File: config.mk
export PLATFORM = sky130hd
export DESIGN_NAME = rtcc_ctrl_status
export DESIGN_NICKNAME = d
export VERILOG_FILES = /design/src/rtcc_pkg.sv /design/src/rtcc_sync.sv /design/src/rtcc_timebase.sv /design/src/rtcc_ctrl_status.sv
export VERILOG_INCLUDE_DIRS = /design/src
export SDC_FILE = /design/constraint.sdc
export NUM_CORES = 1
export LEC_CHECK = 0
export BUFFER_PORTS_ARGS = -buffer_cell sky130_fd_sc_hd__buf_4
export CAP_MARGIN = 25
export CORE_AREA = 2 2 86 68
export DETAILED_ROUTE_END_ITERATION = 10
export DIE_AREA = 0 0 88 70
export GPL_TIMING_DRIVEN = 0
export HOLD_SLACK_MARGIN = 0.03
export PLACE_DENSITY = 0.82
export SLEW_MARGIN = 20
export SYNTH_ARGS = -nofsm -noshare
export SYNTH_HDL_FRONTEND = slang
export SYNTH_HIERARCHICAL = 1
export SYNTH_SLANG_ARGS = --single-unit
File: constraint.sdc
create_clock -name clock_in -period 2.6 [get_ports clock_in]
set_input_delay 0.39 -clock clock_in [delete_from_list [all_inputs] [get_ports clock_in]]
set_output_delay 0.39 -clock clock_in [all_outputs]
set_load 0.05 [all_outputs]
File: src/rtcc_cfg.svh
// Offsets, field positions, reset values and timing counts of the clock control block.
`ifndef RTCC_CFG_SVH
`define RTCC_CFG_SVH

// ------------------------------------------------------------
// Register indices within the first bank
// ------------------------------------------------------------
`define RTCC_IDX_W            7
`define RTCC_IDX_RATE         7'h0A
`define RTCC_IDX_MODE         7'h0B
`define RTCC_IDX_FLAGS        7'h0C
`define RTCC_IDX_POWER        7'h0D

// ------------------------------------------------------------
// Field positions
// ------------------------------------------------------------
`define RTCC_RATE_UIP_BIT     7
`define RTCC_RATE_DIV_HI      6
`define RTCC_RATE_DIV_LO      4
`define RTCC_RATE_SEL_HI      3
`define RTCC_RATE_SEL_LO      0
`define RTCC_MODE_SET_BIT     7
`define RTCC_MODE_PIE_BIT     6
`define RTCC_MODE_AIE_BIT     5
`define RTCC_MODE_UIE_BIT     4
`define RTCC_MODE_BIN_BIT     2
`define RTCC_MODE_H24_BIT     1
`define RTCC_MODE_DST_BIT     0
`define RTCC_FLAG_IRQ_BIT     7
`define RTCC_FLAG_PER_BIT     6
`define RTCC_FLAG_ALM_BIT     5
`define RTCC_FLAG_UPD_BIT     4
`define RTCC_POWER_OK_BIT     7

// ------------------------------------------------------------
// Writable masks and reset values
// ------------------------------------------------------------
`define RTCC_RATE_WMASK       8'h7F
`define RTCC_MODE_WMASK       8'hF7
`define RTCC_RATE_RESET       7'h20
`define RTCC_MODE_RESET       8'h00
`define RTCC_RD_NONE          8'h00

// ------------------------------------------------------------
// Divider codes and periodic rate codes
// ------------------------------------------------------------
`define RTCC_DIV_NORMAL       3'b010
`define RTCC_RATE_NONE        4'h0
`define RTCC_RATE_ALIAS1      4'h1
`define RTCC_RATE_ALIAS2      4'h2
`define RTCC_RATE_ALIAS1_TO   4'h8
`define RTCC_RATE_ALIAS2_TO   4'h9

// ------------------------------------------------------------
// Timing
// ------------------------------------------------------------
`define RTCC_TB_HZ            32768
`define RTCC_DIV_W            15
`define RTCC_UIP_TIME_US      2444
`define RTCC_UIP_TICKS        ((`RTCC_UIP_TIME_US * `RTCC_TB_HZ) / 1000000)

`endif

File: src/rtcc_pkg.sv
// Types shared by the clock control block.
package rtcc_pkg;

   // ------------------------------------------------------------
   // Divider chain modes
   // ------------------------------------------------------------
   typedef enum logic [1:0] {
      RTCC_DIV_STOP  = 2'b00,
      RTCC_DIV_RUN   = 2'b01,
      RTCC_DIV_RESET = 2'b11
   } rtcc_div_e;

   typedef logic [7:0] rtcc_byte_t;

   // Values 00x stop the oscillator, 11x hold the chain in reset, the rest run.
   function automatic rtcc_div_e rtcc_div_decode(input logic [2:0] code);
      rtcc_div_e mode;
      mode = RTCC_DIV_RUN;
      case (code[2:1])
         2'b00:   mode = RTCC_DIV_STOP;
         2'b11:   mode = RTCC_DIV_RESET;
         default: mode = RTCC_DIV_RUN;
      endcase
      return mode;
   endfunction

endpackage

File: src/rtcc_sync.sv
// Two-flop synchroniser for levels arriving from pins.
module rtcc_sync #(
   parameter int W = 1
) (
   input  wire logic         clock_in,
   input  wire logic         rst_n_in,
   input  wire logic [W-1:0] async_in,
   output logic      [W-1:0] sync_out
);

   logic [W-1:0] meta_r;

   // The first stage feeds only the second stage.
   always_ff @(posedge clock_in or negedge rst_n_in) begin
      if (!rst_n_in) begin
         meta_r   <= '0;
         sync_out <= '0;
      end else begin
         meta_r   <= async_in;
         sync_out <= meta_r;
      end
   end

endmodule // rtcc_sync

File: src/rtcc_timebase.sv
// Divider chain, periodic event and update-in-progress window.
`include "rtcc_cfg.svh"
module rtcc_timebase
   import rtcc_pkg::*;
#(
   parameter int DIV_W     = `RTCC_DIV_W,
   parameter int UIP_TICKS = `RTCC_UIP_TICKS
) (
   input  wire logic       clock_in,
   input  wire logic       rst_n_in,
   input  wire logic       tick_in,
   input  wire logic [2:0] div_code_in,
   input  wire logic [3:0] rate_code_in,
   input  wire logic       inhibit_in,
   output logic            periodic_out,
   output logic            update_out,
   output logic            uip_out
);

   logic [DIV_W-1:0] chain_r;
   rtcc_div_e        mode;
   logic [3:0]       eff_rate;
   logic [DIV_W-1:0] per_mask;
   logic             step;
   logic             wrap;

   // Codes 1 and 2 alias to codes 8 and 9.
   function automatic logic [3:0] rtcc_eff_rate(input logic [3:0] code);
      logic [3:0] r;
      r = code;
      if (code == `RTCC_RATE_ALIAS1) begin
         r = `RTCC_RATE_ALIAS1_TO;
      end else if (code == `RTCC_RATE_ALIAS2) begin
         r = `RTCC_RATE_ALIAS2_TO;
      end
      return r;
   endfunction

   assign mode     = rtcc_div_decode(div_code_in);
   assign eff_rate = rtcc_eff_rate(rate_code_in);
   // Code n divides the time base by two to the power n-1.
   assign per_mask = DIV_W'((1 << (eff_rate - 4'h1)) - 1);
   assign step     = tick_in && (mode == RTCC_DIV_RUN);
   assign wrap     = step && (&chain_r);

   // ------------------------------------------------------------
   // Divider chain
   // ------------------------------------------------------------
   always_ff @(posedge clock_in or negedge rst_n_in) begin
      if (!rst_n_in) begin
         chain_r <= '0;
      end else if (mode == RTCC_DIV_RESET) begin
         chain_r <= '0;
      end else if (step) begin
         chain_r <= chain_r + DIV_W'(1);
      end
   end

   // ------------------------------------------------------------
   // Events and window
   // ------------------------------------------------------------
   always_ff @(posedge clock_in or negedge rst_n_in) begin
      if (!rst_n_in) begin
         periodic_out <= 1'b0;
         update_out   <= 1'b0;
         uip_out      <= 1'b0;
      end else begin
         periodic_out <= step && (eff_rate != `RTCC_RATE_NONE)
                         && ((chain_r & per_mask) == per_mask);
         update_out   <= wrap && !inhibit_in;
         // The window ends with the update itself, so it never reads stale.
         uip_out      <= (mode == RTCC_DIV_RUN) && !inhibit_in
                         && (chain_r >= DIV_W'((1 << DIV_W) - UIP_TICKS));
      end
   end

endmodule // rtcc_timebase

File: src/rtcc_ctrl_status.sv
// Top of the clock control block: index/data port, control and status registers.
// ------------------------------------------------------------
// ------------------------------------------------------------
`include "rtcc_cfg.svh"
module rtcc_ctrl_status
   import rtcc_pkg::*;
#(
   parameter int UIP_TICKS = `RTCC_UIP_TICKS
) (
   input  wire logic       clock_in,
   input  wire logic       rst_n_in,
   input  wire logic       index_wr_in,
   input  wire logic       data_wr_in,
   input  wire logic       data_rd_in,
   input  wire logic [7:0] wdata_in,
   input  wire logic       osc_32k_in,
   input  wire logic       power_ok_in,
   input  wire logic       alarm_match_in,
   output logic      [7:0] rdata_out,
   output logic            irq_out,
   output logic            update_tick_out,
   output logic            binary_fmt_out,
   output logic            hour24_out,
   output logic            dst_en_out
);

   // ------------------------------------------------------------
   // Declarations
   // ------------------------------------------------------------
   logic [`RTCC_IDX_W-1:0] index_r;
   logic [6:0]             rate_r;
   rtcc_byte_t             mode_r;
   logic                   per_flag_r;
   logic                   alm_flag_r;
   logic                   upd_flag_r;
   logic                   power_kept_r;
   logic                   osc_prev_r;
   logic [1:0]             pins_sync;
   logic                   osc_s;
   logic                   power_s;
   logic                   tick;
   logic                   periodic_ev;
   logic                   update_ev;
   logic                   uip;
   logic                   wr_rate;
   logic                   wr_mode;
   logic                   rd_flags;
   logic                   rd_power;
   logic                   per_flag_nxt;
   logic                   alm_flag_nxt;
   logic                   upd_flag_nxt;
   logic                   irq_nxt;
   rtcc_byte_t             rd_mux;

   function automatic logic rtcc_hit(input logic [`RTCC_IDX_W-1:0] idx,
                                     input logic [`RTCC_IDX_W-1:0] reg_idx,
                                     input logic                   strobe);
      return strobe && (idx == reg_idx);
   endfunction

   // ------------------------------------------------------------
   // Pin synchronisers and time base tick
   // ------------------------------------------------------------
   rtcc_sync #(
      .W (2)
   ) u_sync (
      .clock_in (clock_in),
      .rst_n_in (rst_n_in),
      .async_in ({!power_ok_in, osc_32k_in}),
      .sync_out (pins_sync)
   );

   // The power pin travels inverted, so the cleared synchroniser reads as power kept.
   // Otherwise every reset would record a false power loss before the pin arrives.
   assign osc_s   = pins_sync[0];
   assign power_s = !pins_sync[1];

   always_ff @(posedge clock_in or negedge rst_n_in) begin
      if (!rst_n_in) begin
         osc_prev_r <= 1'b0;
      end else begin
         osc_prev_r <= osc_s;
      end
   end

   assign tick = osc_s && !osc_prev_r;

   rtcc_timebase #(
      .DIV_W     (`RTCC_DIV_W),
      .UIP_TICKS (UIP_TICKS)
   ) u_timebase (
      .clock_in     (clock_in),
      .rst_n_in     (rst_n_in),
      .tick_in      (tick),
      .div_code_in  (rate_r[`RTCC_RATE_DIV_HI:`RTCC_RATE_DIV_LO]),
      .rate_code_in (rate_r[`RTCC_RATE_SEL_HI:`RTCC_RATE_SEL_LO]),
      .inhibit_in   (mode_r[`RTCC_MODE_SET_BIT]),
      .periodic_out (periodic_ev),
      .update_out   (update_ev),
      .uip_out      (uip)
   );

   // ------------------------------------------------------------
   // Index and data port decode
   // ------------------------------------------------------------
   assign wr_rate  = rtcc_hit(index_r, `RTCC_IDX_RATE, data_wr_in);
   assign wr_mode  = rtcc_hit(index_r, `RTCC_IDX_MODE, data_wr_in);
   assign rd_flags = rtcc_hit(index_r, `RTCC_IDX_FLAGS, data_rd_in);
   assign rd_power = rtcc_hit(index_r, `RTCC_IDX_POWER, data_rd_in);

   // The host selects a byte through the index port before the data access.
   always_ff @(posedge clock_in or negedge rst_n_in) begin
      if (!rst_n_in) begin
         index_r <= '0;
      end else if (index_wr_in) begin
         index_r <= wdata_in[`RTCC_IDX_W-1:0];
      end
   end

   // ------------------------------------------------------------
   // Rate and mode registers
   // ------------------------------------------------------------
   always_ff @(posedge clock_in or negedge rst_n_in) begin
      if (!rst_n_in) begin
         rate_r <= `RTCC_RATE_RESET;
      end else if (wr_rate) begin
         // Bit 7 is status only, so the write never reaches it.
         rate_r <= wdata_in[6:0];
      end
   end

   always_ff @(posedge clock_in or negedge rst_n_in) begin
      if (!rst_n_in) begin
         mode_r <= `RTCC_MODE_RESET;
      end else if (wr_mode) begin
         mode_r <= wdata_in & `RTCC_MODE_WMASK;
      end
   end

   // ------------------------------------------------------------
   // Interrupt flags
   // ------------------------------------------------------------
   // A new event in the same cycle as a flag read survives the clear,
   // so the host sees it on its next read instead of losing it.
   always_comb begin
      per_flag_nxt = (per_flag_r && !rd_flags) || periodic_ev;
      alm_flag_nxt = (alm_flag_r && !rd_flags) || alarm_match_in;
      upd_flag_nxt = (upd_flag_r && !rd_flags) || update_ev;
      irq_nxt      = (per_flag_nxt && mode_r[`RTCC_MODE_PIE_BIT])
                     || (alm_flag_nxt && mode_r[`RTCC_MODE_AIE_BIT])
                     || (upd_flag_nxt && mode_r[`RTCC_MODE_UIE_BIT]);
   end

   always_ff @(posedge clock_in or negedge rst_n_in) begin
      if (!rst_n_in) begin
         per_flag_r <= 1'b0;
         alm_flag_r <= 1'b0;
         upd_flag_r <= 1'b0;
         irq_out    <= 1'b0;
      end else begin
         per_flag_r <= per_flag_nxt;
         alm_flag_r <= alm_flag_nxt;
         upd_flag_r <= upd_flag_nxt;
         irq_out    <= irq_nxt;
      end
   end

   // ------------------------------------------------------------
   // Power status
   // ------------------------------------------------------------
   // Loss is sticky until the host reads the status byte with power good.
   always_ff @(posedge clock_in or negedge rst_n_in) begin
      if (!rst_n_in) begin
         power_kept_r <= 1'b1;
      end else if (!power_s) begin
         power_kept_r <= 1'b0;
      end else if (rd_power) begin
         power_kept_r <= 1'b1;
      end
   end

   // ------------------------------------------------------------
   // Read data
   // ------------------------------------------------------------
   always_comb begin
      rd_mux = `RTCC_RD_NONE;
      case (index_r)
         `RTCC_IDX_RATE: begin
            rd_mux = {uip, rate_r};
         end
         `RTCC_IDX_MODE: begin
            rd_mux = mode_r;
         end
         `RTCC_IDX_FLAGS: begin
            rd_mux = {irq_out, per_flag_r, alm_flag_r, upd_flag_r, 4'h0};
         end
         `RTCC_IDX_POWER: begin
            rd_mux = {power_kept_r, 7'h00};
         end
         default: begin
            rd_mux = `RTCC_RD_NONE;
         end
      endcase
   end

   always_ff @(posedge clock_in or negedge rst_n_in) begin
      if (!rst_n_in) begin
         rdata_out <= `RTCC_RD_NONE;
      end else if (data_rd_in) begin
         rdata_out <= rd_mux;
      end
   end

   // ------------------------------------------------------------
   // Outputs toward the time counters
   // ------------------------------------------------------------
   always_ff @(posedge clock_in or negedge rst_n_in) begin
      if (!rst_n_in) begin
         update_tick_out <= 1'b0;
         binary_fmt_out  <= 1'b0;
         hour24_out      <= 1'b0;
         dst_en_out      <= 1'b0;
      end else begin
         update_tick_out <= update_ev;
         binary_fmt_out  <= mode_r[`RTCC_MODE_BIN_BIT];
         hour24_out      <= mode_r[`RTCC_MODE_H24_BIT];
         // The counters apply the April and October shifts when this is set.
         dst_en_out      <= mode_r[`RTCC_MODE_DST_BIT];
      end
   end

endmodule // rtcc_ctrl_status

==> impl_metrics.tcl, run 1 <==
set metrics [dict create \
    arrival_ns 2.56 \
    synth_most_common_cell "dfrtp_1" \
    num_vias 2201 \
    yosys.area.top_type "dfrtp_1" \
    synth.area.mux_share_pct 10.6 \
    drive_gt1_share_pct 27.8 \
    grt_overflow 0 \
    synthTopCellsByCount "59 x dfrtp_1, 25 x mux2_2, 19 x nor2_1" \
    drtIter0Drc 145 \
    totalNegativeSetupSlack_ns 0 \
    ys_ff_latch 61 \
    synth_edf_count 0 \
    cap_viol_max_count 0 \
    worst_pin_slew_ns 0.745 \
    critical_path.max_stage_delay_ns 0.55 \
    chipHeight_um 70 \
    layout.core_utilization_pct 64.9 \
    gp_congestion 0.887 \
    layoutNonFillerInstCount 391 \
    grt_setup_unrepaired "false" \
    grt_pass1_vias 2167 \
    postSynth.asyncResetShare_pct 100 \
    synth-adder-area-share_pct 1.65 \
    xor_xnor_share_of_the_synthesized_area_pct 4.05 \
    cts.clk_slew.worst_paths_ns 0.07 \
    worstPathCellList "ha_1, o2111ai_1, a31oi_1, o211ai_1, or4_1, nor4_1" \
    hp-class "input pin to async pin" \
    largest_family_of_logic_cells_by_synthesized_area "simple AND/OR/NAND/NOR gates" \
    global_route_wire_length_before_repair_um 10700 \
    routed_via_count_divided_by_cell_count 5.63 \
    place.detailed.hpwl_um 4520 \
    clock-sinks 61 \
    synth_simple_gate_area_share_pct 16.7 \
    worst_relative_slew_slack_pct 50.4 \
    cts-root-to-sink-buffers 2 \
    layout_area_growth_over_synthesis_pct 16.7 \
    worst-path-max-fanout 4 \
    timing.final.max_slew_violations 0 \
    hold_vio_cnt_final 0 \
    number_of_cell_rows 24 \
    flip_flop_cell_with_the_highest_count_after_synthesis "dfrtp_1" \
    static_leakage_uw 0.00159 \
    design.final.nets 328 \
    global_route.usage.total_pct 23.1 \
    irDropWorstVdd_mv 0.567 \
    die_w_um 88 \
    syn_area_cell_um2 11.2 \
    synth_seq_area_share_pct 50.5 \
    antenna_left 0 \
    worst_skew_pair.late_latency_ns 0.34 \
    status "finished clean" \
    post-route-min-period_ns 2.39 \
    worstSetupPathType "flip-flop to flip-flop" \
    cts_buffers 9 \
    routedWlPerCell_um 16.4 \
    finalCritPeriodShare_pct 91.8 \
    synth-compound-area-share_pct 11.6 \
    regArea_um2 1530 \
    ios 29 \
    multi_input_comb_area_um2 1360 \
    placeableCoreArea_um2 5440 \
    timing.critical_path.from_type "flip-flop" \
    fmaxAchievable_ghz 0.419 \
    detailedRoute.firstPassIterationCount 4 \
    clock_tree_from_tritoncts "done" \
    fillers 419 \
    cts.repair.resized 0 \
    cpMaxStageDelayCell "nor4_1" \
    syn_area_um2 3030 \
    crit_required_ns 2.78 \
    postSynthCellCount 269 \
    port_buffers 27 \
    grt_max_degree 62 \
    cts_setup_buffers 0 \
    initial_antenna_violation_count 0 \
    drt_wl_total_um 6430 \
    synth.top_cell.area_share_pct 48.8 \
    die_footprint_um2 6160 \
    endpoint_kind "flip-flop" \
    synthDistinctLibCells 60 \
    post_route_drc 0 \
    power.density_cell_area_nw_per_um2 665 \
    yosys_warnings 6 \
    insertedDiodeCount 0 \
    cts-hold-fix-buffers 0 \
    placed_cells 375 \
    biggest_area_contributors_in_the_synthesized_netlist "dfrtp_1 49%, mux2_2 9.3%, nor2_1 2.4%" \
    final-setup-viol-count 0 \
    cts_root_buf "clkbuf_8" \
    cts-htree-levels 3 \
    fin_clk_skew_ns 0.00771 \
    start_util_pct 55.7 \
]
==> worst max-delay path, delay by kind of cell (launching register included) <==
family,cells,cell delay [ns]
DFF,1,0.41
and+or+nand+nor,2,1.03
adders and majority gates,1,0.34
AOI/OAI and AO/OA,3,0.44
==> cell families (layout without fill, tap and decap cells) <==
group                      Yosys count  in the layout
and+or+nand+nor                     84             84
xor gates and xnor gates            14             14
AOI/OAI and AO/OA                   49             49
DFF                                 61             61
other                                1              2
adders and majority gates            4              4
buffers and inverters               27             70
muxes                               29             29
==> state kept, by name, summed over array words and instances (netlist names) <==
register / cells
rate_r: 7
binary_fmt_out: 1
u_timebase/uip_out: 1
upd_flag_r: 1
u_timebase/update_out: 1
alm_flag_r: 1
osc_prev_r: 1
index_r: 7
irq_out: 1
per_flag_r: 1
rdata_out: 8
u_timebase/periodic_out: 1
mode_r: 7
u_timebase/chain_r: 15
power_kept_r: 1
dst_en_out: 1
u_sync/meta_r: 2
update_tick_out: 1
hour24_out: 1
u_sync/sync_out: 2
==> metrics by stage <==
stage               instance area (um^2)  hold slack (ns)  setup WS (ns)  total power, uW
finish                              3530            0.105          0.213             2350
global route                        3530            0.133         0.0983             2460
CTS                                 3530            0.137          0.246             2360
detailed placement                  3330            0.337          0.294             1520
global placement                    3330            0.332          0.290             1500
floorplan                           3030           0.0944          0.790             1390
==> layout by cell type, fill, tap and decap left out, types with 2 or more instances in the layout <==
| cell type | n |
|---|---|
| clkbuf_8 | 9 |
| nor2b_1 | 3 |
| nor2_1 | 19 |
| inv_1 | 14 |
| a21oi_1 | 6 |
| xor2_1 | 6 |
| mux2i_1 | 4 |
| clkinv_4 | 3 |
| clkinvlp_4 | 2 |
| dfrtp_1 | 59 |
| nor4b_1 | 2 |
| and3b_1 | 2 |
| o211ai_1 | 2 |
| xnor2_1 | 8 |
| a21o_1 | 3 |
| ha_1 | 4 |
| nor3_1 | 3 |
| conb_1 | 2 |
| or4_1 | 2 |
| mux2_2 | 25 |
| nand2_1 | 15 |
| buf_2 | 3 |
| or3_1 | 2 |
| o22ai_1 | 7 |
| and2_1 | 3 |
| o21ai_0 | 5 |
| a211oi_1 | 4 |
| nand3_1 | 10 |
| a21boi_0 | 2 |
| dfstp_2 | 2 |
| a32oi_1 | 4 |
| clkbuf_1 | 4 |
| a31oi_1 | 2 |
| buf_6 | 4 |
| nor3b_1 | 3 |
| nand2b_1 | 4 |
| a22oi_1 | 3 |
| a222oi_1 | 2 |
| nand4_1 | 2 |
| buf_4 | 29 |
==> path summary, 6_finish.rpt <==
check,start,end,slack (ns),cells past startpoint
worst min register to register,u_sync/meta_r[0]$_DFF_PN0_,u_sync/sync_out[0]$_DFF_PN0_,0.35,0
max in group asynchronous,rst_n_in,u_sync/meta_r[0]$_DFF_PN0_,2.00,1
worst max-delay path,rate_r[6]$_DFFE_PN0P_,u_timebase/periodic_out$_DFF_PN0_,0.21,6
worst max register to register,rate_r[6]$_DFFE_PN0P_,u_timebase/periodic_out$_DFF_PN0_,0.21,6
worst min-delay path,rst_n_in,rdata_out[1]$_DFFE_PN0P_,0.11,1
min in group clock_in,osc_32k_in,u_sync/meta_r[0]$_DFF_PN0_,0.16,1
==> report_power, final <==
group / switching [uW] / internal [uW]
logic: 212 / 181
registers: 85.4 / 1030
clock network: 398 / 445
==> metal layers <==
layer / share of wire, % / up-vias / wire, um / GRT usage [%]
met4: 0.37 / 0 / 24 / 6.32
met1: 50 / 1095 / 3210 / 35.5
met2: 44 / 53 / 2830 / 31.6
met3: 5.7 / 4 / 367 / 7.09
li1: - / 1049 / - / -
met5: 0 / - / 0 / 0
==> layout make-up <==
type / instances / area share (%)
clock inverters: 7 / 2.16
well taps: 78 / 2.76
repair buffers: 27 / 5.74
multi-input cells: 182 / 38.5
inverters: 14 / 1.49
plain buffers: 13 / 2.55
clock buffers: 9 / 3.51
flip-flops and latches: 61 / 43.3
Note: power is estimated with default switching activity, not from simulation.
==> run 2, diff against run 1 <==
--- a/config.mk
+++ b/config.mk
@@ -6,16 +6,16 @@
 export SDC_FILE = /design/constraint.sdc
 export NUM_CORES = 1
 export LEC_CHECK = 0
+export ABC_CLOCK_PERIOD_IN_PS = 2600
 export BUFFER_PORTS_ARGS = -buffer_cell sky130_fd_sc_hd__buf_4
 export CAP_MARGIN = 25
-export CORE_AREA = 2 2 86 68
+export CORE_AREA = 2 2 86 67
 export DETAILED_ROUTE_END_ITERATION = 10
-export DIE_AREA = 0 0 88 70
+export DIE_AREA = 0 0 88 69
 export GPL_TIMING_DRIVEN = 0
 export HOLD_SLACK_MARGIN = 0.03
-export PLACE_DENSITY = 0.82
+export PLACE_DENSITY = 0.81
 export SLEW_MARGIN = 20
 export SYNTH_ARGS = -nofsm -noshare
 export SYNTH_HDL_FRONTEND = slang
-export SYNTH_HIERARCHICAL = 1
 export SYNTH_SLANG_ARGS = --single-unit
==> impl_metrics.tcl, run 2 <==
set metrics [dict create \
    status "finished clean" \
    routedWlPerCell_um 15.7 \
    arrival_ns 2.28 \
    antenna_left 0 \
    worst-path-max-fanout 7 \
    biggest_area_contributors_in_the_synthesized_netlist "dfrtp_1 50%, mux2_2 8.1%, nand3_1 2.7%" \
    worst_skew_pair.late_latency_ns 0.34 \
    hp-class "input pin to async pin" \
    irDropWorstVdd_mv 0.424 \
    finalCritPeriodShare_pct 77.6 \
    worst_pin_slew_ns 0.747 \
    ios 29 \
    hold_vio_cnt_final 0 \
    cts.repair.resized 0 \
    synthTopCellsByCount "59 x dfrtp_1, 21 x mux2_2, 16 x nand3_1" \
    design.final.nets 329 \
    placeableCoreArea_um2 5210 \
    drtIter0Drc 251 \
    cts_setup_buffers 0 \
    gp_congestion 0.874 \
    global_route.usage.total_pct 22.4 \
    num_vias 2165 \
    flip_flop_cell_with_the_highest_count_after_synthesis "dfrtp_1" \
    post_route_drc 0 \
    critical-path-top-delay-family "flip-flops" \
    fmaxAchievable_ghz 0.496 \
    largest_reg_flops 15 \
    die_w_um 88 \
    place.detailed.hpwl_um 4320 \
    drive_gt1_share_pct 24.2 \
    port_buffers 27 \
    cp_num_buf_inv 1 \
    cap_viol_max_count 0 \
    synth_most_common_cell "dfrtp_1" \
    grt_max_degree 62 \
    synthDistinctLibCells 51 \
    synth_edf_count 0 \
    leading_cell_types_in_the_layout_fill_and_taps_excluded "59 x dfrtp_1, 27 x buf_4, 21 x mux2_2, 16 x nand3_1, 15 x nor2_1" \
    yosys_warnings 0 \
    cts.clk_slew.worst_paths_ns 0.07 \
    worstSetupPathType "flip-flop to flip-flop" \
    drt_wl_total_um 6090 \
    cpMaxStageDelayCell "dfstp_2" \
    placed_cells 373 \
    cts-htree-levels 3 \
    commonest_non_fill_non_tap_cell_in_the_layout "dfrtp_1" \
    die_footprint_um2 6070 \
    ys_ff_latch 61 \
    totalNegativeSetupSlack_ns 0 \
    number_of_cell_rows 23 \
    clock-sinks 61 \
    timing.critical_path.from_type "flip-flop" \
    insertedDiodeCount 0 \
    global_route_wire_length_before_repair_um 10500 \
    top_register "u_timebase.chain_r" \
    power.density_cell_area_nw_per_um2 670 \
    grt_overflow 0 \
    chipHeight_um 69 \
    crit_required_ns 2.87 \
    post-route-min-period_ns 2.02 \
    yosys.area.top_type "dfrtp_1" \
    critical_path.max_stage_delay_ns 0.56 \
    worstPathCellList "ha_1, and3b_1, clkbuf_1, o2111ai_1, or3_1, a21oi_1" \
    cts-hold-fix-buffers 0 \
    timing.final.max_slew_violations 0 \
    layoutNonFillerInstCount 389 \
    detailedRoute.firstPassIterationCount 4 \
    syn_area_um2 2930 \
    syn_area_cell_um2 10.8 \
    synth.top_cell.area_share_pct 50.4 \
    cts-root-to-sink-buffers 2 \
    postSynthCellCount 270 \
    cts_root_buf "clkbuf_8" \
    worst_relative_slew_slack_pct 50.2 \
    reg_top3 "u_timebase.chain_r x15, rdata_out x8" \
    layout.core_utilization_pct 65.8 \
    cts_buffers 9 \
    grt_setup_unrepaired "false" \
    static_leakage_uw 0.00161 \
    fin_clk_skew_ns 0.00697 \
    routed_via_count_divided_by_cell_count 5.57 \
    postSynth.asyncResetShare_pct 100 \
    clock_tree_from_tritoncts "done" \
    start_util_pct 56.2 \
    endpoint_kind "flip-flop" \
    final-setup-viol-count 0 \
    synth_seq_area_share_pct 52.2 \
    initial_antenna_violation_count 0 \
    layout_area_growth_over_synthesis_pct 17.1 \
    grt_pass1_vias 2173 \
]
run 2: changes by cell type after synthesis, moves of 5 or more:
cell	before	now
o21ai_0	5	13
mux2_1	0	7
a21oi_1	6	12
o22ai_1	7	2
o21ai_1	0	5
nand3_1	10	16
run 2: through the flow:
stage	hold WS (ns)	area, um^2	setup WS [ns]	total power (uW)
global placement	0.331	3230	0.642	1460
global route	0.138	3430	0.406	2400
CTS	0.148	3430	0.583	2300
finish	0.104	3430	0.583	2300
detailed placement	0.337	3230	0.611	1470
floorplan	0.0944	2930	0.818	1340
run 2: cell families after synthesis:
group,count (synthesis),share of synthesized area (%)
compound gates,55,12.0
flops,61,52.2
buf+inv,28,4.10
simple gates,80,15.2
mux,28,10.8
xor+xnor,13,3.89
other cells,1,0.128
fa+ha+maj,4,1.71
run 2: worst register-to-register path: cells and delay by family (launching register included):
family | cells | cell delay, ns
buffers and inverters | 1 | 0.26
and+or+nand+nor | 2 | 0.54
AOI/OAI and AO/OA | 2 | 0.42
DFF | 1 | 0.56
adders and majority gates | 1 | 0.17
run 2: worst paths after layout:
kind / startpoint / to / slack (ns) / cells after the start
min in group clock_in: osc_32k_in / u_sync.meta_r[0]$_DFF_PN0_ / 0.15 / 1
min: rst_n_in / binary_fmt_out$_DFF_PN0_ / 0.10 / 1
max in group asynchronous: rst_n_in / rate_r[3]$_DFFE_PN0P_ / 1.99 / 1
max reg2reg: rate_r[5]$_DFFE_PN1P_ / u_timebase.chain_r[11]$_DFFE_PN0P_ / 0.58 / 6
max: rate_r[5]$_DFFE_PN1P_ / u_timebase.chain_r[11]$_DFFE_PN0P_ / 0.58 / 6
min reg2reg: u_sync.meta_r[1]$_DFF_PN0_ / u_sync.sync_out[1]$_DFF_PN0_ / 0.36 / 0
run 2: layer usage:
metal	track usage, %	wire length, um	part of all wire, %
met1	33.9	2960	49
met2	31.2	2640	43
met3	7.07	438	7.2
met4	5.30	50	0.82
met5	0	0	0
run 2: cell type report:
class	count	area [um^2]
inverter	12	45.0
multi-input combinational	182	1280
sequential	61	1530
clock inverter	7	75.1
fill	391	1780
clock buffer	9	124
tap	75	93.8
buffer	16	75.1
timing repair buffer	27	203
run 2: power breakdown:
part | leakage [uW] | total, uW | switching, uW | internal (uW)
Clock | 0.000104 | 842 | 396 | 447
Combinational | 0.000703 | 370 | 217 | 153
Sequential | 0.000802 | 1080 | 58.7 | 1030
Total | 0.00161 | 2300 | 671 | 1620
